File: config.mk
export PLATFORM = sky130hd
export DESIGN_NAME = cgw_clock_gen
export DESIGN_NICKNAME = d
export VERILOG_FILES = /design/src/hdl/cgw_pkg.sv /design/src/hdl/cgw_free_osc.sv /design/src/hdl/cgw_tick_wdog.sv /design/src/hdl/cgw_clock_gen.sv
export SDC_FILE = /design/constraint.sdc
export NUM_CORES = 1
export LEC_CHECK = 0
export BUFFER_PORTS_ARGS = -buffer_cell sky130_fd_sc_hd__buf_2
export CORE_ASPECT_RATIO = 1.75
export CORE_MARGIN = 4
export CORE_UTILIZATION = 50
export CTS_BUF_LIST = sky130_fd_sc_hd__clkbuf_8
export CTS_CLUSTER_SIZE = 25
export DETAILED_ROUTE_END_ITERATION = 8
export PLACE_DENSITY = 0.68
export SETUP_SLACK_MARGIN = 0.4
export SYNTH_ARGS = -nofsm -noshare
export SYNTH_HDL_FRONTEND = slang
export SYNTH_SLANG_ARGS = --single-unit
File: constraint.sdc
create_clock -name clk_i -period 6.9 [get_ports clk_i]
set_clock_uncertainty 0.05 [all_clocks]
set_input_delay 1.725 -clock clk_i [delete_from_list [all_inputs] [get_ports clk_i]]
set_output_delay 1.725 -clock clk_i [all_outputs]
set_load 0.03 [all_outputs]
File: src/hdl/cgw_pkg.sv
// Purpose: shared constants for the cpu clock generator and osc watchdog
// Assumes: a 125 MHz system clock, 8 ns per cycle
// Notes:   mode codes come from the three clock mode pins
package cgw_pkg;
	// system clock period in picoseconds (8 ns)
	localparam int unsigned SYS_PERIOD_PS = 8000;
	// free-running pll period in nanoseconds, a plain model value
	localparam int unsigned FREE_PERIOD_NS = 64;
	// half period of the free-running clock in system cycles, rounded down
	localparam int unsigned FREE_HALF_CYC =
		(FREE_PERIOD_NS * 1000 / 2) / SYS_PERIOD_PS;
	// watchdog overflow after this many free-running cycles
	localparam int unsigned OWD_LIMIT = 16;
	// free-running cycles without reference edge that count as unlock
	localparam int unsigned LOCK_LIMIT = 32;
	// system cycles after reset release before the mode pins are taken
	localparam logic [1:0] MODE_TAKE_CNT = 2'h2;
	// position of the oscillator watchdog disable bit in system config
	localparam int unsigned OWD_DIS_BIT = 4;
	// width of the system config word
	localparam int unsigned SYSCFG_W = 16;
	// clock mode codes on the mode pins
	localparam logic [2:0] MODE_X4 = 3'h7;
	localparam logic [2:0] MODE_X3 = 3'h6;
	localparam logic [2:0] MODE_X8 = 3'h5;
	localparam logic [2:0] MODE_X5 = 3'h4;
	localparam logic [2:0] MODE_DIRECT = 3'h3;
	localparam logic [2:0] MODE_X10 = 3'h2;
	localparam logic [2:0] MODE_PRESC = 3'h1;
	localparam logic [2:0] MODE_X16 = 3'h0;
	// mode held until the pins are taken: the default x4
	localparam logic [2:0] MODE_RST = MODE_X4;
	// width of the period measurement
	localparam int unsigned PER_W = 16;

	// multiplication factor of a mode, zero for the prescaler mode and one for direct drive
	function automatic logic [4:0] cgw_factor(input logic [2:0] code);
		unique case (code)
			MODE_X4: cgw_factor = 5'h04;
			MODE_X3: cgw_factor = 5'h03;
			MODE_X8: cgw_factor = 5'h08;
			MODE_X5: cgw_factor = 5'h05;
			MODE_X10: cgw_factor = 5'h0A;
			MODE_X16: cgw_factor = 5'h10;
			MODE_DIRECT: cgw_factor = 5'h01;
			MODE_PRESC: cgw_factor = 5'h00;
		endcase
	endfunction : cgw_factor

	// true where the pll multiplies the input clock
	function automatic logic cgw_is_mult(input logic [2:0] code);
		cgw_is_mult = (code != MODE_DIRECT) && (code != MODE_PRESC);
	endfunction : cgw_is_mult
endpackage : cgw_pkg

File: src/hdl/cgw_free_osc.sv
// Purpose: model of the pll free-running oscillator
// Assumes: derived from the system clock by a fixed divider
// Notes:   stops and holds low while disabled
`timescale 1ns/1ps
module cgw_free_osc import cgw_pkg::*; (
	// clock and reset
	input wire logic clk_i,
	input wire logic rst_i,
	// control
	input wire logic en_i,
	// free-running clock level and its rising-edge pulse
	output logic lvl_o,
	output logic tick_o
);
	logic [7:0] cnt_r; // half-period counter
	logic [7:0] cnt_nxt;
	logic lvl_nxt;
	logic tick_nxt;

	// divide the system clock, restart cleanly when enabled again
	always_comb begin
		cnt_nxt = cnt_r + 8'h01;
		lvl_nxt = lvl_o;
		tick_nxt = 1'b0;
		if (!en_i) begin
			cnt_nxt = 8'h00;
			lvl_nxt = 1'b0;
		end else if (cnt_r == 8'(FREE_HALF_CYC - 1)) begin
			cnt_nxt = 8'h00;
			lvl_nxt = !lvl_o;
			tick_nxt = !lvl_o; // pulse on the rising half only
		end
	end

	// register the divider
	always_ff @(posedge clk_i or posedge rst_i) begin
		if (rst_i) begin
			cnt_r <= 8'h00;
			lvl_o <= 1'b0;
			tick_o <= 1'b0;
		end else begin
			cnt_r <= cnt_nxt;
			lvl_o <= lvl_nxt;
			tick_o <= tick_nxt;
		end
	end
endmodule : cgw_free_osc

File: src/hdl/cgw_tick_wdog.sv
// Purpose: counts free-running ticks, cleared by reference transitions
// Assumes: tick and clear are one-cycle pulses on the system clock
// Notes:   overflow is a single pulse; clear wins over a tick
`timescale 1ns/1ps
module cgw_tick_wdog import cgw_pkg::*; #(
	parameter int unsigned LIMIT = 16
) (
	// clock and reset
	input wire logic clk_i,
	input wire logic rst_i,
	// count control
	input wire logic en_i,
	input wire logic tick_i,
	input wire logic clr_i,
	// overflow pulse
	output logic ovf_o
);
	logic [6:0] cnt_r; // ticks since the last transition
	logic [6:0] cnt_nxt;
	logic ovf_nxt;

	// count ticks; a transition restarts the count
	always_comb begin
		cnt_nxt = cnt_r;
		ovf_nxt = 1'b0;
		if (!en_i || clr_i) begin
			cnt_nxt = 7'h00;
		end else if (tick_i) begin
			if (cnt_r == 7'(LIMIT - 1)) begin
				cnt_nxt = 7'h00;
				ovf_nxt = 1'b1;
			end else begin
				cnt_nxt = cnt_r + 7'h01;
			end
		end
	end

	// register the counter
	always_ff @(posedge clk_i or posedge rst_i) begin
		if (rst_i) begin
			cnt_r <= 7'h00;
			ovf_o <= 1'b0;
		end else begin
			cnt_r <= cnt_nxt;
			ovf_o <= ovf_nxt;
		end
	end
endmodule : cgw_tick_wdog

File: src/hdl/cgw_clock_gen.sv
// Purpose: cpu clock generation with oscillator watchdog and pll backup
// Assumes: osc input and mode pins are asynchronous to clk_i
// Notes:   the cpu clock is a sampled model, edges fall on clk_i edges
// Function
// - both cpu clock edges usable; edge pulse given
// - clock method chosen from mode pins at reset
// - mode code sets the cpu clock factor
// - code 001 divides oscillator by two
// - prescaler phases each last one input period
// - code 011 bypasses pll and amplifier, direct drive
// - direct drive halves follow input duty cycle
// - non-pll modes: pll free-runs unless watchdog disabled
// - watchdog on after reset, config bit 4 disables
// - watchdog only in direct and prescaler modes
// - pll ticks count up, input transitions clear
// - overflow after 16 ticks without a transition
// - overflow switches to pll clock, raises irq
// - backup clock held until the next reset
// - watchdog off in non-pll modes: oscillator path only, pll off
// - codes other than 011 and 001 enable the multiplying pll
// - pll resyncs every F transitions, smoothly; odd F waits for the next rise, so every F+1
// - unlock raises irq, disconnects reference, free-runs
`timescale 1ns/1ps
module cgw_clock_gen import cgw_pkg::*; (
	// clock and reset
	input wire logic clk_i,
	input wire logic rst_i,
	// pins from the clock source and the mode straps
	input wire logic osc_input_pin_i,
	input wire logic [2:0] clock_mode_pins_i,
	// system configuration word and flag clears
	input wire logic [SYSCFG_W-1:0] system_config_register_i,
	input wire logic owd_irq_clr_i,
	input wire logic unlock_irq_clr_i,
	// generated cpu clock and its edge pulse
	output logic cpu_clk_o,
	output logic cpu_clk_edge_o,
	// status of the generator
	output logic [2:0] clock_mode_o,
	output logic [4:0] clk_factor_o,
	output logic pll_on_o,
	output logic osc_amp_bypass_o,
	output logic backup_active_o,
	// interrupt requests
	output logic owd_irq_o,
	output logic unlock_irq_o
);
	// pin synchronisers; only the second stage onward is read by logic
	logic xs1_r, xs2_r, xs3_r;
	logic [2:0] mp1_r, mp2_r;
	logic x_rise, x_tran; // input rising edge and any transition

	// mode latch
	logic [1:0] take_cnt_r, take_cnt_nxt;
	logic [2:0] mode_r, mode_nxt;
	logic taken_r, taken_nxt;

	// pll model
	logic [PER_W-1:0] per_cnt_r, per_cnt_nxt; // cycles since last rise
	logic [PER_W-1:0] per_r, per_nxt; // period applied to the pll
	logic [PER_W:0] acc_r, acc_nxt; // phase accumulator
	logic [4:0] tcnt_r, tcnt_nxt; // transitions since last resync
	logic pll_lvl_r, pll_lvl_nxt;

	// supervision
	logic fail_r, fail_nxt; // oscillator watchdog fired
	logic ref_conn_r, ref_conn_nxt; // reference reaches the pll
	logic owd_irq_nxt, unlock_irq_nxt;

	// cpu clock and status outputs
	logic cpu_clk_nxt, edge_nxt, pll_on_nxt, bypass_nxt;

	// helpers
	logic owd_dis; // watchdog disable bit
	logic is_mult; // pll multiplies in this mode
	logic wd_en, lk_en, wd_ovf, lk_ovf;
	logic free_lvl, free_tick;
	logic [4:0] fac;
	logic [PER_W:0] step;

	assign owd_dis = system_config_register_i[OWD_DIS_BIT];
	assign is_mult = cgw_is_mult(mode_r);
	assign fac = cgw_factor(mode_r);
	assign x_rise = xs2_r && !xs3_r;
	assign x_tran = xs2_r ^ xs3_r;
	// two cpu half-periods per output cycle, so the phase step is 2F
	assign step = {{(PER_W-5){1'b0}}, fac, 1'b0};

	// watchdog runs only in non-multiplying modes, enabled by default
	assign wd_en = taken_r && !is_mult && !owd_dis && !fail_r;
	// lock supervision runs while the reference still feeds the pll
	assign lk_en = taken_r && is_mult && ref_conn_r;

	// free-running pll oscillator, powered as pll_on says
	cgw_free_osc u_free (
		.clk_i(clk_i),
		.rst_i(rst_i),
		.en_i(pll_on_o),
		.lvl_o(free_lvl),
		.tick_o(free_tick)
	);

	// oscillator watchdog: ticks count up, transitions clear
	cgw_tick_wdog #(.LIMIT(OWD_LIMIT)) u_owd (
		.clk_i(clk_i),
		.rst_i(rst_i),
		.en_i(wd_en),
		.tick_i(free_tick),
		.clr_i(x_tran),
		.ovf_o(wd_ovf)
	);

	// lock monitor: a long absence of reference edges means unlock
	cgw_tick_wdog #(.LIMIT(LOCK_LIMIT)) u_lock (
		.clk_i(clk_i),
		.rst_i(rst_i),
		.en_i(lk_en),
		.tick_i(free_tick),
		.clr_i(x_tran),
		.ovf_o(lk_ovf)
	);

	// synchronisers for the asynchronous pins
	always_ff @(posedge clk_i or posedge rst_i) begin
		if (rst_i) begin
			xs1_r <= 1'b0;
			xs2_r <= 1'b0;
			xs3_r <= 1'b0;
			mp1_r <= MODE_RST;
			mp2_r <= MODE_RST;
		end else begin
			xs1_r <= osc_input_pin_i;
			xs2_r <= xs1_r;
			xs3_r <= xs2_r;
			mp1_r <= clock_mode_pins_i;
			mp2_r <= mp1_r;
		end
	end

	// mode latch: waits for the sync chain to fill, then takes once
	always_comb begin
		take_cnt_nxt = take_cnt_r;
		mode_nxt = mode_r;
		taken_nxt = taken_r;
		if (!taken_r) begin
			if (take_cnt_r == MODE_TAKE_CNT) begin
				mode_nxt = mp2_r;
				taken_nxt = 1'b1;
			end else begin
				take_cnt_nxt = take_cnt_r + 2'h1;
			end
		end
		// once taken the code stays until the next reset
	end

	// register the mode latch
	always_ff @(posedge clk_i or posedge rst_i) begin
		if (rst_i) begin
			take_cnt_r <= 2'h0;
			mode_r <= MODE_RST;
			taken_r <= 1'b0;
		end else begin
			take_cnt_r <= take_cnt_nxt;
			mode_r <= mode_nxt;
			taken_r <= taken_nxt;
		end
	end

	// pll model: measure the input period, generate F cycles per period
	always_comb begin
		per_cnt_nxt = per_cnt_r;
		per_nxt = per_r;
		tcnt_nxt = tcnt_r;
		acc_nxt = acc_r;
		pll_lvl_nxt = pll_lvl_r;
		if (is_mult && ref_conn_r) begin
			if (per_cnt_r != {PER_W{1'b1}}) begin
				per_cnt_nxt = per_cnt_r + 1'b1;
			end
			if (x_rise) begin
				per_cnt_nxt = '0;
			end
			if (x_tran) begin
				if (tcnt_r + 5'h01 >= fac && x_rise) begin
					// every F'th transition, taken at a rise so that a
					// whole period is measured, updates the period only;
					// the phase is kept, so the clock never jumps
					tcnt_nxt = 5'h00;
					if (per_cnt_r != '0) begin
						per_nxt = per_cnt_r + 1'b1;
					end
				end else if (tcnt_r + 5'h01 < fac) begin
					tcnt_nxt = tcnt_r + 5'h01;
				end
				// an odd factor lands the due count on a fall: it
				// waits there for the next rise instead of being lost
			end
			if (per_r != '0) begin
				// toggle when the phase passes one input period
				acc_nxt = acc_r + step;
				if (acc_nxt >= {1'b0, per_r}) begin
					acc_nxt = acc_nxt - {1'b0, per_r};
					pll_lvl_nxt = !pll_lvl_r;
				end
			end
		end
	end

	// register the pll model
	always_ff @(posedge clk_i or posedge rst_i) begin
		if (rst_i) begin
			per_cnt_r <= '0;
			per_r <= '0;
			tcnt_r <= 5'h00;
			acc_r <= '0;
			pll_lvl_r <= 1'b0;
		end else begin
			per_cnt_r <= per_cnt_nxt;
			per_r <= per_nxt;
			tcnt_r <= tcnt_nxt;
			acc_r <= acc_nxt;
			pll_lvl_r <= pll_lvl_nxt;
		end
	end

	// supervision: sticky failure, reference disconnect, irq flags
	always_comb begin
		fail_nxt = fail_r;
		ref_conn_nxt = ref_conn_r;
		owd_irq_nxt = owd_irq_o;
		unlock_irq_nxt = unlock_irq_o;
		// software clears first so that a same-cycle event wins
		if (owd_irq_clr_i) begin
			owd_irq_nxt = 1'b0;
		end
		if (unlock_irq_clr_i) begin
			unlock_irq_nxt = 1'b0;
		end
		if (wd_ovf) begin
			fail_nxt = 1'b1; // held until reset
			owd_irq_nxt = 1'b1;
		end
		if (lk_ovf) begin
			ref_conn_nxt = 1'b0;
			unlock_irq_nxt = 1'b1;
		end
	end

	// register the supervision state; only reset restores the source
	always_ff @(posedge clk_i or posedge rst_i) begin
		if (rst_i) begin
			fail_r <= 1'b0;
			ref_conn_r <= 1'b1;
			owd_irq_o <= 1'b0;
			unlock_irq_o <= 1'b0;
		end else begin
			fail_r <= fail_nxt;
			ref_conn_r <= ref_conn_nxt;
			owd_irq_o <= owd_irq_nxt;
			unlock_irq_o <= unlock_irq_nxt;
		end
	end

	// cpu clock source selection and pll power
	always_comb begin
		cpu_clk_nxt = cpu_clk_o;
		// pll runs when multiplying, when the watchdog needs it, or
		// as the backup; otherwise it is off to save current
		pll_on_nxt = is_mult || !owd_dis || fail_r;
		bypass_nxt = (mode_r == MODE_DIRECT);
		if (fail_r) begin
			cpu_clk_nxt = free_lvl; // backup clock
		end else begin
			unique case (mode_r)
				MODE_DIRECT: begin
					// halves follow the input duty cycle
					cpu_clk_nxt = xs2_r;
				end
				MODE_PRESC: begin
					// one input period per phase, half the frequency
					if (x_rise) begin
						cpu_clk_nxt = !cpu_clk_o;
					end
				end
				default: begin
					// multiplying modes; free-run until measured or
					// once the reference is lost
					if (ref_conn_r && per_r != '0) begin
						cpu_clk_nxt = pll_lvl_r;
					end else begin
						cpu_clk_nxt = free_lvl;
					end
				end
			endcase
		end
		// every change of level is a usable edge
		edge_nxt = (cpu_clk_nxt != cpu_clk_o);
	end

	// register the cpu clock and status outputs
	always_ff @(posedge clk_i or posedge rst_i) begin
		if (rst_i) begin
			cpu_clk_o <= 1'b0;
			cpu_clk_edge_o <= 1'b0;
			pll_on_o <= 1'b1;
			osc_amp_bypass_o <= 1'b0;
			backup_active_o <= 1'b0;
			clock_mode_o <= MODE_RST;
			clk_factor_o <= 5'h04;
		end else begin
			cpu_clk_o <= cpu_clk_nxt;
			cpu_clk_edge_o <= edge_nxt;
			pll_on_o <= pll_on_nxt;
			osc_amp_bypass_o <= bypass_nxt;
			backup_active_o <= fail_r || !ref_conn_r;
			clock_mode_o <= mode_r;
			clk_factor_o <= fac;
		end
	end

	// checks
	a_mode_held: assert property (@(posedge clk_i) disable iff (rst_i)
		taken_r |=> $stable(mode_r))
		else $error("mode changed after it was taken");
	a_mode_taken: assert property (@(posedge clk_i) disable iff (rst_i)
		$rose(taken_r) |-> mode_r == $past(mp2_r))
		else $error("mode not taken from the pins");
	a_presc_half: assert property (@(posedge clk_i) disable iff (rst_i)
		(mode_r == MODE_PRESC && !fail_r && x_rise) |=>
		(cpu_clk_o != $past(cpu_clk_o)))
		else $error("prescaler did not toggle on input rise");
	a_direct_follow: assert property (@(posedge clk_i) disable iff (rst_i)
		(mode_r == MODE_DIRECT && !fail_r) |=> cpu_clk_o == $past(xs2_r))
		else $error("direct drive does not follow input");
	a_owd_switch: assert property (@(posedge clk_i) disable iff (rst_i)
		wd_ovf |=> fail_r && owd_irq_o ##1 backup_active_o)
		else $error("watchdog overflow did not switch source");
	a_backup_stays: assert property (@(posedge clk_i) disable iff (rst_i)
		fail_r |=> fail_r [*8])
		else $error("backup clock was released");
	a_pll_off_dis: assert property (@(posedge clk_i) disable iff (rst_i)
		(!is_mult && owd_dis && !fail_r) |=> !pll_on_o)
		else $error("pll on with watchdog disabled");
	a_irq_set_wins: assert property (@(posedge clk_i) disable iff (rst_i)
		(wd_ovf && owd_irq_clr_i) |=> owd_irq_o)
		else $error("watchdog irq lost against a clear");
	a_unlock_disc: assert property (@(posedge clk_i) disable iff (rst_i)
		lk_ovf |=> !ref_conn_r && unlock_irq_o)
		else $error("unlock did not disconnect reference");
	a_edge_mark: assert property (@(posedge clk_i) disable iff (rst_i)
		$changed(cpu_clk_o) |-> cpu_clk_edge_o)
		else $error("cpu clock edge not marked");
	a_wd_mult_off: assert property (@(posedge clk_i) disable iff (rst_i)
		is_mult |-> !wd_ovf && !fail_r)
		else $error("watchdog active in a multiplying mode");
endmodule : cgw_clock_gen

==> results of run 1 <==
## worst reg2reg max path, cell delays in order (launching register included)
cell,delay (ps)
dfstp_2,570
ha_1,250
nor2b_1,200
a21o_1,180
ha_1,250
inv_1,70
fa_1,420
nor2b_1,120
o21ai_0,140
a21oi_1,440
nand2_1,130
xnor2_1,170
ha_1,390
and4_1,270
nand3_1,140
o311a_2,510
nand2_8,200
nand2_1,190
o211ai_1,260
## layout by cell type, fill, tap and decap left out, drive strengths merged, types with 17 or more instances in the layout
cell type | synthesis | layout
buf | 14 | 25
clkbuf | 8 | 18
dfrtp | 98 | 98
ha | 38 | 38
inv | 48 | 51
nand2 | 75 | 75
nand2b | 17 | 17
nand3 | 21 | 21
nor2 | 57 | 57
o21ai | 77 | 77
xnor2 | 33 | 33
xor2 | 29 | 29
## routing by layer
| metal | up-vias | GRT usage | share of wire |
|---|---|---|---|
| met1 | 2480 | 0.224 | 0.38 |
| met2 | 99 | 0.374 | 0.54 |
| met3 | 44 | 0.0382 | 0.025 |
| met4 | 0 | 0.115 | 0.048 |
| met5 | - | 0 | 0 |
| li1 | 2437 | - | - |
## stage by stage
step                std cells  cell area, um2  total power, mW   util
finish                    896            7250             1.59  0.560
global route              896            7250             1.66  0.560
CTS                       896            7250             1.60  0.560
detailed placement        864            6830            0.935  0.528
global placement          864            6830            0.928  0.528
floorplan                 690            6620            0.887      -
## report_power, final
group          leakage (nW)  switching [mW]  total, mW  internal, mW
logic                  1.69           0.118      0.195        0.0770
clock network         0.203           0.299      0.665         0.366
registers              1.49          0.0314      0.727         0.696
## cell families after synthesis
| family | count (synthesis) | share of synthesized area |
|---|---|---|
| flip-flops | 113 | 0.430 |
| XOR/XNOR | 62 | 0.0832 |
| AND/OR/NAND/NOR | 236 | 0.185 |
| buffers and inverters | 70 | 0.0474 |
| AO/OA/AOI/OAI | 150 | 0.147 |
| adder cells (fa/ha/maj) | 40 | 0.0779 |
| multiplexers | 19 | 0.0293 |
## worst max path at each step
stage          startpoint         to  slack [ps]  cells after the start
3_5_place_dp    mode_r[0]   acc_r[0]        1910                     19
4_1_cts         mode_r[1]  acc_r[15]        1890                     18
3_3_place_gp    mode_r[0]  acc_r[15]        1990                     18
6_report        mode_r[1]  acc_r[15]        1890                     18
2_1_floorplan       rst_i   acc_r[0]        2160                      1
5_1_grt         mode_r[0]  acc_r[15]        1610                     18
## sequential cells by signal (all words and copies together) (netlist names), 5 cells and up
name and cells:
u_owd.cnt_r 7, per_cnt_r 16, clk_factor_o 5, u_lock.cnt_r 7, tcnt_r 5, per_r 16
acc_r 17, u_free.cnt_r 8
## layout make-up
class	instances	area (um2)	area share
inverters	48	183	0.0252
clock inverters	14	165	0.0228
multi-input cells	507	3460	0.477
clock buffers	18	248	0.0342
well taps	171	214	0.0295
flip-flops and latches	113	2850	0.393
repair buffers	25	130	0.0180
==> summary.txt, run 1 <==
Worst hold path
  • Min-Delay Startpoint: mp1_r[1]
  • Min-Delay Path Class: reg -> reg
  • Worst hold path endpoint: mp2_r[1]
  • WHS Path Cells: 0

Worst setup path
  • Worst path top cell family by delay: compound AO/OA/AOI/OAI gates
  • Crit Path Class: reg -> reg
  • Crit path DAT: 5310 ps
  • Peak per-stage delay on the critical path: 570 ps
  • Reg2reg start: mode_r[1]
  • Most frequent CP cell: ha_1
  • FF-to-FF End: acc_r[15]
  • Worst path bufs/invs: 1
  • Worst r2r path cells: 18
  • Data required time of the critical path: 7200 ps
  • Reg2reg setup slack: 1890 ps
  • CP cell instances: ha_1 > nor2b_1 > a21o_1 > ha_1 > inv_1 > fa_1 > nor2b_1 > o21ai_0 > a21oi_1 > nand2_1 > xnor2_1 > ha_1 > and4_1 > nand3_1 > o311a_2 > nand2_8 > nand2_1 > o211ai_1
  • Critical Path Sink Type: flop
  • Critical path startpoint category: flop
  • CP Max Fanout: 19
  • Slowest CP cell: dfstp_2

Clock tree
  • CTS buffer count: 17
  • Clk buf depth: 2
  • CTS tree: yes
  • Post-CTS setup buffers: 0
  • Hold buffer count at CTS: 0
  • Post-cts sizing count: 0
  • CTS H-tree lvls: 4
  • Clk_lat worst skew: 440 ps
  • Root Buffer: clkbuf_8
  • Clock Sink Count: 113
  • Clock slew at reported path FFs: 80 ps

Floorplanning
  • Core Box Area: 0.0129 mm2
  • Row count: 55
  • Die ar.: 0.0152 mm2
  • Die height: 160 um
  • IO Count: 39
  • Die Width: 95.0 um
  • Initial Util: 0.512

Final layout
  • Antenna diodes: 0
  • Post-layout nets: 776
  • Filler Cells Inserted: 1200
  • Area growth from synthesis to layout: 9.45%
  • Ratio of cells with drive above 1 in the final layout: 0.134

Placed design
  • Placer Congestion: 0.858
  • Worst slack, placed: 1910 ps
  • Hpwl dp: 10.7 mm
  • Buffers on Ports: 23

Synth
  • Yosys top cell area share: 0.370
  • FF+latch count, synth: 113
  • Register area share after synthesis: 0.430
  • Synth Cell Area: 0.00662 mm2
  • Mapped Cells: 690
  • Synth area leaders: dfrtp_1, ha_1, dfstp_2, xnor2_1, nand2_1
  • Async S/R FF share, synth: 1.00
  • Yosys top cell by area: dfrtp_1
  • Post-synth net total: 754
  • Post-synth cell types: 70
  • EDFF count, synth: 0
  • Most frequent cells after synthesis: dfrtp_1, nand2_1, nor2_1
  • Most numerous cell in the Yosys netlist: dfrtp_1
  • Avg Cell Area, Syn: 9.59 um2
  • Ys flop type: dfrtp_1
  • Syn. warnings: 0

Power and ir drop
  • Power Density: 219 mW/mm2
  • LEAKAGE: 3.38 nW
  • Worst IR Drop VDD: 0.231 mV

Timing
  • Final-report hold violation count: 0
  • Worst hold slack: 309 ps
  • Slew Viols, Final: 0
  • Max-slew headroom: 0.396
  • Fin crit share: 0.727
  • Fmax: 199 MHz
  • Slew @ Worst Pin: 906 ps
  • Setup_tns: 0 ps
  • Crit path time final: 5010 ps
  • Finish-stage setup viols: 0
  • RSZ-0062 raised after global routing: false
  • Final WS setup: 1890 ps

Global routing
  • First-pass GRT wire length: 24.9 mm
  • Vias in the first global route: 5147
  • GR Util All Layers: 0.209
  • Total grt overflow: 0
  • Largest net degree at the start of global routing: 74
  • Antenna violations before repair: 0

Detailed routing
  • Starting DRT DRC Count: 180
  • Drt wl/cell: 16.3 um
  • DRT Pass-1 Iters: 5
  • Post-DRT Antenna Nets: 0
  • Via density: 5.65
  • DRC violations left: 0
  • Routed wire length: 14.6 mm
  • Via count: 5060

Run
  • Maximum capacitance violations: 0

Outcome
  • Outcome: finished, final reports clean
No activity file was read; power rests on OpenSTA's default activity.
==> run 2: changes to the inputs <==
--- a/config.mk
+++ b/config.mk
@@ -12,7 +12,7 @@
 export CTS_BUF_LIST = sky130_fd_sc_hd__clkbuf_8
 export CTS_CLUSTER_SIZE = 25
 export DETAILED_ROUTE_END_ITERATION = 8
-export PLACE_DENSITY = 0.68
+export PLACE_DENSITY = 0.7
 export SETUP_SLACK_MARGIN = 0.4
 export SYNTH_ARGS = -nofsm -noshare
 export SYNTH_HDL_FRONTEND = slang
==> constraint.sdc (replaced) <==
create_clock -name clk_i -period 4.2 [get_ports clk_i]
set_clock_uncertainty 0.05 [all_clocks]
set_input_delay 1.05 -clock clk_i [delete_from_list [all_inputs] [get_ports clk_i]]
set_output_delay 1.05 -clock clk_i [all_outputs]
set_load 0.03 [all_outputs]
==> run 2 against run 1 <==
Net effect:
- the flow now finishes with violations (setup timing)
- routed wire length up 5.0%
- worst setup slack worse by 1900 ps
- utilization up 5.9 points
- hold slack better by 3.6 ps
- critical path type unchanged
==> summary.txt, run 2 (same netlist as run 1, synthesis figures left out) <==
Worst setup path
  • Data required time of the critical path: 4460 ps (-2740 ps)
  • Crit path DAT: 4490 ps (-820 ps)
  • Worst r2r path cells: 20 (+2)
  • Crit path from: mode_r[0]
  • CP Max Fanout: 5 (-14)
  • FF-to-FF End: acc_r[14]
  • Setup crit end: acc_r[14]
  • Reg2reg setup slack: -30 ps (-1910 ps)
  • Reg2reg start: mode_r[0]
  • Critical Path Sink Type: flop
  • Critical path startpoint category: flop
  • Crit Path Class: reg -> reg

Final layout
  • Most frequent cells in the layout: dfrtp_1, nand2_1, buf_4
  • Post-layout nets: 836 (+7.7%)
  • Top flop regs: acc_r: 17 flops, per_cnt_r: 16 flops, per_r: 16 flops
  • Number of flip-flops in the largest register: 17 (unchanged)
  • Filler Cells Inserted: 1124 (-6.3%)
  • Commonest non-fill, non-tap cell in the layout: dfrtp_1
  • Biggest register: acc_r
  • Ratio of cells with drive above 1 in the final layout: 0.257 (+0.124)
  • Area growth from synthesis to layout: 21.1%
  • Post-layout util: 0.619 (+0.0594)
  • Antenna diodes: 0 (unchanged)
  • Non-Filler Instances: 956 (+6.7%)

Timing
  • Crit path time final: 4230 ps (-786 ps)
  • Fin crit share: 1.01 (+0.280)
  • Finish-stage setup viols: 2 (+2)
  • Fmax: 237 MHz (+19%)
  • Slew Viols, Final: 0 (unchanged)
  • Max-slew headroom: 0.323 (-0.0735)
  • Final WS setup: -27.6 ps (-1910 ps)
  • Final-report hold violation count: 0 (unchanged)
  • Worst hold slack: 312 ps (+3.64 ps)
  • RSZ-0062 raised after global routing: true
  • Slew @ Worst Pin: 1010 ps (+105 ps)

Power and ir drop
  • Power Density: 315 mW/mm2 (+44%)
  • Worst IR Drop VDD: 0.323 mV (+40%)
  • LEAKAGE: 3.76 nW (+11%)

Detailed routing
  • Via count: 5271 (+4.2%)
  • WL met3: 362 um (-1.9%)
  • Drt wl/cell: 16.1 um (-1.6%)
  • DRT Pass-1 Iters: 4 (-1)
  • Routed met1 length: 5.84 mm (+4.3%)
  • Via density: 5.51 (-2.4%)
  • Top sig layer: met4
  • Starting DRT DRC Count: 244 (+36%)
  • Post-DRT Antenna Nets: 0 (unchanged)
  • DRC violations left: 0 (unchanged)
  • Met2 wire length: 8.54 mm (+7.0%)
  • Routed wire length: 15.4 mm (+5.0%)

Global routing
  • Antenna violations before repair: 0 (unchanged)
  • Largest net degree at the start of global routing: 50 (-32%)
  • First-pass GRT wire length: 25.4 mm (+2.2%)
  • Total grt overflow: 0 (unchanged)
  • GR Util All Layers: 0.213 (+0.00468)
  • Vias in the first global route: 5452 (+5.9%)

Placed design
  • Placer Congestion: 0.895 (+4.3%)
  • Hpwl dp: 11.2 mm (+4.8%)
  • Post-Place Cells: 915 (+5.9%)
  • Buffers on Ports: 23 (unchanged)

Clock tree
  • Root Buffer: clkbuf_8
  • CTS H-tree lvls: 4 (unchanged)
  • CTS buffer count: 17 (unchanged)
  • CTS tree: yes
  • Clock Sink Count: 113 (unchanged)
  • Clk buf depth: 2 (unchanged)
  • Clk_lat worst skew: 440 ps (about the same)
  • Hold buffer count at CTS: 0 (unchanged)
  • Clock slew at reported path FFs: 80 ps (about the same)

Floorplanning
  • Die ar.: 0.0152 mm2 (unchanged)
  • Initial Util: 0.512 (unchanged)
  • Core Box Area: 0.0129 mm2 (unchanged)
  • Die height: 160 um (unchanged)
  • IO Count: 39 (unchanged)
  • Row count: 55 (unchanged)
  • Die Width: 95.0 um (unchanged)

Worst hold path
  • Min-Delay Path Class: reg -> reg

Run
  • Maximum capacitance violations: 0 (unchanged)

Outcome
  • Outcome: finished with violations
  • Failing checks: setup timing
==> run 2: cell count changes in the layout (fill, tap and decap cells not counted), moves of 3 or more <==
| cell | before | now |
|---|---|---|
| o21ai_0 | 48 | 40 |
| xnor2_2 | 1 | 6 |
| xor2_2 | 0 | 3 |
| ha_2 | 0 | 3 |
| buf_4 | 2 | 57 |
| ha_1 | 38 | 31 |
| xnor2_1 | 32 | 26 |
| clkinv_4 | 1 | 5 |
| xor2_1 | 29 | 25 |
| o21ai_2 | 2 | 8 |
| ha_4 | 0 | 4 |
==> run 2: through the flow <==
stage	TNS (ps)	area, um2	total power [mW]	setup slack (ps)
CTS	-78.0	7810	2.54	-28.9
global route	-2590	8010	2.64	-213
floorplan	0	6670	1.46	236
detailed placement	-1760	7270	1.57	-231
global placement	-1300	7270	1.56	-189
finish	-47.7	8010	2.53	-27.6
==> run 2: repair_timing <==
action | CTS | global route
resized for setup | 20 | 35
setup endpoints to repair | 18 | 18
endpoints found under the hold margin | 0 | 0
cloned | 3 | 0
buffers inserted | 3 | 3
pin swaps | 20 | 24
==> run 2: per-layer routing <==
layer | up-vias | GRT usage
met2 | 91 | 0.384
li1 | 2572 | -
met5 | - | 0
met1 | 2564 | 0.232
met3 | 44 | 0.0415
met4 | 0 | 0.105
==> run 2: worst max-delay path, stage by stage (launching register included) <==
cell	delay, ps
dfstp_2	580
ha_4	140
nor2b_4	150
a21o_1	130
ha_2	200
inv_2	40
fa_2	330
nor2b_1	140
o21ai_2	110
a21oi_4	210
nand2_2	130
xnor2_4	250
ha_4	250
o21ai_2	130
o21bai_2	110
o311ai_2	300
o311a_4	390
nand2_8	110
buf_6	170
o21ai_2	100
o21ai_1	90
==> run 2: worst min-delay path by stage <==
| stage | startpoint | end | cells past startpoint |
|---|---|---|---|
| 6_report | mp1_r[2] | mp2_r[2] | 0 |
| 3_5_place_dp | mp1_r[2] | mp2_r[2] | 0 |
| 4_1_cts | mp1_r[2] | mp2_r[2] | 0 |
| 3_3_place_gp | xs1_r | xs2_r | 0 |
| 5_1_grt | mp1_r[2] | mp2_r[2] | 0 |
| 2_1_floorplan | xs1_r | xs2_r | 0 |
==> run 2: cell type report <==
type                            count  area (um2)  area share
Clock inverter                     14         120      0.0150
Multi-Input combinational cell    510        3830       0.478
Sequential cell                   113        2850       0.355
Tap cell                          171         214      0.0267
Inverter                           48         184      0.0230
Timing Repair Buffer               82         574      0.0717
Clock buffer                       18         248      0.0309
==> run 2: report_power, final <==
| group | internal (mW) | total [mW] | switching [mW] |
|---|---|---|---|
| combinational | 0.165 | 0.385 | 0.221 |
| sequential | 1.14 | 1.19 | 0.0510 |
| clock | 0.480 | 0.946 | 0.466 |
| total | 1.79 | 2.53 | 0.737 |
==> run 3: changes to the inputs <==
--- a/config.mk
+++ b/config.mk
@@ -9,7 +9,6 @@
 export CORE_ASPECT_RATIO = 1.75
 export CORE_MARGIN = 4
 export CORE_UTILIZATION = 50
-export CTS_BUF_LIST = sky130_fd_sc_hd__clkbuf_8
 export CTS_CLUSTER_SIZE = 25
 export DETAILED_ROUTE_END_ITERATION = 8
 export PLACE_DENSITY = 0.7
==> run 3 against run 2 <==
Net effect:
- the flow still finishes with violations (setup timing)
- combinational power increased by 1%
- utilization increased by 1.8 points
- first-iteration DRC count decreased by 25%
- cell count increased by 0.42%
- critical path depth increased by 1
- die area unchanged
- via count increased by 1.4%
- critical path type unchanged
==> summary.txt, run 3 (same netlist as run 1, synthesis figures left out) <==
Outcome
  • Outcome: finished with violations
  • Failing checks: setup timing

Final layout
  • Non-Filler Instances: 960 (+0.42%)
  • Commonest non-fill, non-tap cell in the layout: dfrtp_1
  • Post-layout nets: 840 (+0.48%)
  • Area growth from synthesis to layout: 24.6%
  • Ratio of cells with drive above 1 in the final layout: 0.261 (+0.00377)
  • Number of flip-flops in the largest register: 17 (unchanged)
  • Fin area: 0.00825 mm2 (+3.0%)
  • Most frequent cells in the layout: dfrtp_1, nand2_1, buf_4
  • Biggest register: acc_r
  • Antenna diodes: 0 (unchanged)
  • Post-layout util: 0.638 (+0.0184)
  • Top flop regs: acc_r: 17 flops, per_cnt_r: 16 flops, per_r: 16 flops

Worst setup path
  • FF-to-FF End: acc_r[7]
  • Critical Path Sink Type: flop
  • Critical path startpoint category: flop
  • Crit Path Class: reg -> reg
  • Crit path DAT: 4510 ps (+20 ps)
  • CP Max Fanout: 5 (unchanged)
  • Worst r2r path cells: 21 (+5.0%)
  • Data required time of the critical path: 4440 ps (-20 ps)
  • Reg2reg setup slack: -80 ps (-50 ps)
  • Reg2reg start: mode_r[0]

Placed design
  • Buffers on Ports: 23 (unchanged)
  • Worst slack, placed: -231 ps (unchanged)
  • Hpwl dp: 11.2 mm (unchanged)
  • Post-Place Cells: 915 (unchanged)
  • Dpl cell area: 0.00727 mm2 (unchanged)
  • Placer Congestion: 0.895 (unchanged)

Global routing
  • Antenna violations before repair: 0 (unchanged)
  • Largest net degree at the start of global routing: 50 (unchanged)
  • First-pass GRT wire length: 26.1 mm (+2.5%)
  • Total grt overflow: 0 (unchanged)
  • Vias in the first global route: 5500 (+0.88%)
  • GR Util All Layers: 0.218 (+0.00491)

Power and ir drop
  • Worst IR Drop VDD: 0.423 mV (+31%)
  • Switching share of power: 0.270 (-0.0220)
  • Combinational Power Share: 0.133 (-0.020)
  • LEAKAGE: 3.86 nW (+2.7%)
  • Net switching power figure: 792 uW (+7.4%)
  • Power Density: 356 mW/mm2 (+13%)
  • Internal power: 2.14 mW (+20%)
  • Clock network fraction of total power: 0.460 (+0.085)
  • Share of power burned in registers: 0.408 (-0.065)

Clock tree
  • CTS tree: yes
  • CTS buffer count: 17 (unchanged)
  • Clk_lat worst skew: 410 ps (-30 ps)
  • Clock slew at reported path FFs: 60 ps (-20 ps)
  • Clk buf depth: 2 (unchanged)
  • CTS H-tree lvls: 4 (unchanged)
  • Root Buffer: clkbuf_16
  • Hold buffer count at CTS: 0 (unchanged)
  • Clock Sink Count: 113 (unchanged)

Floorplanning
  • Die ar.: 0.0152 mm2 (unchanged)
  • IO Count: 39 (unchanged)
  • Core Box Area: 0.0129 mm2 (unchanged)
  • Initial Util: 0.512 (unchanged)
  • Die height: 160 um (unchanged)
  • Row count: 55 (unchanged)
  • Die Width: 95.0 um (unchanged)

Timing
  • Final WS setup: -76.9 ps (-49.3 ps)
  • Fin crit share: 1.02 (+0.0117)
  • Slew Viols, Final: 0 (unchanged)
  • Slew @ Worst Pin: 1140 ps (+125 ps)
  • Setup_tns: -438 ps (-390 ps)
  • Fmax: 234 MHz (-1.2%)
  • Finish-stage setup viols: 12 (+10)
  • RSZ-0062 raised after global routing: true
  • Max-slew headroom: 0.241 (-0.0815)
  • Crit path time final: 4280 ps (+49.3 ps)
  • Final-report hold violation count: 0 (unchanged)

Detailed routing
  • Via density: 5.57 (+0.96%)
  • DRC violations left: 0 (unchanged)
  • DRT Pass-1 Iters: 4 (unchanged)
  • Drt wl/cell: 16.6 um (+3.4%)
  • Post-DRT Antenna Nets: 0 (unchanged)
  • Routed wire length: 16.0 mm (+3.8%)
  • Starting DRT DRC Count: 183 (-25%)
  • Via count: 5344 (+1.4%)

Worst hold path
  • Min-Delay Path Class: reg -> reg
  • WHS Path Cells: 0 (unchanged)
  • Worst hold path endpoint: mp2_r[2]
  • Min-Delay Startpoint: mp1_r[2]

Run
  • Maximum capacitance violations: 0 (unchanged)
run 3: cell types whose count changed in the layout (fill, tap and decap cells not counted), moves of 2 or more:
cell	change
clkbuf_8	-17
o21ai_0	+2
clkbuf_1	+2
buf_6	+4
clkbuf_16	+17
run 3: per-layer routing:
| layer | GRT usage | up-vias | part of all wire |
|---|---|---|---|
| met4 | 0.105 | 0 | 0.042 |
| met5 | 0 | - | 0 |
| met3 | 0.0471 | 42 | 0.025 |
| li1 | - | 2571 | - |
| met2 | 0.395 | 107 | 0.56 |
| met1 | 0.233 | 2624 | 0.38 |
run 3: layout make-up:
class                      count  area [um2]
multi-input combinational    510        3830
tap                          171         214
clock buffer                  20         447
timing repair buffer          86         619
inverter                      48         184
sequential                   113        2850
fill                        1087        4690
clock inverter                12         113
run 3: power by group through the flow:
stage,sequential (mW),clock [mW],combinational (mW)
6_report,1.20,1.35,0.389
3_3_place_gp,1.21,0,0.348
3_5_place_dp,1.21,0,0.354
2_1_floorplan,1.23,0,0.236
4_1_cts,1.20,1.36,0.375
5_1_grt,1.21,1.42,0.432
run 3: per-stage QoR:
step | total power [mW] | hold WS, ps
floorplan | 1.46 | 281
global placement | 1.56 | 285
detailed placement | 1.57 | 297
CTS | 2.93 | 309
global route | 3.06 | 304
finish | 2.93 | 304
run 3: critical path: stages, from the launching register on:
cell	delay, ps
dfstp_2	570
ha_4	140
nor2b_4	140
a21o_1	120
ha_2	200
inv_2	40
fa_2	350
nor2b_2	140
o21ai_2	90
buf_6	130
a21oi_4	190
nand2_2	120
xnor2_4	250
ha_4	250
o21ai_2	120
o21bai_2	100
o311ai_2	290
o311a_4	370
buf_4	160
nand2_4	60
mux2i_1	180
o21ai_1	70
run 3: worst max path at each step:
stage | startpoint | end | slack (ps)
floorplan | mode_r[0] | acc_r[16] | 240
global placement | mode_r[0] | acc_r[0] | -190
detailed placement | mode_r[0] | acc_r[0] | -230
CTS | mode_r[0] | acc_r[16] | -10
global route | mode_r[0] | acc_r[7] | -270
finish | mode_r[0] | acc_r[7] | -80
run 3: repair_timing:
item | in CTS | in global routing
endpoints found under the setup margin | 18 | 18
resized for setup | 17 | 39
gates cloned | 1 | 2
pin swaps | 10 | 25
setup buffers | 3 | 7
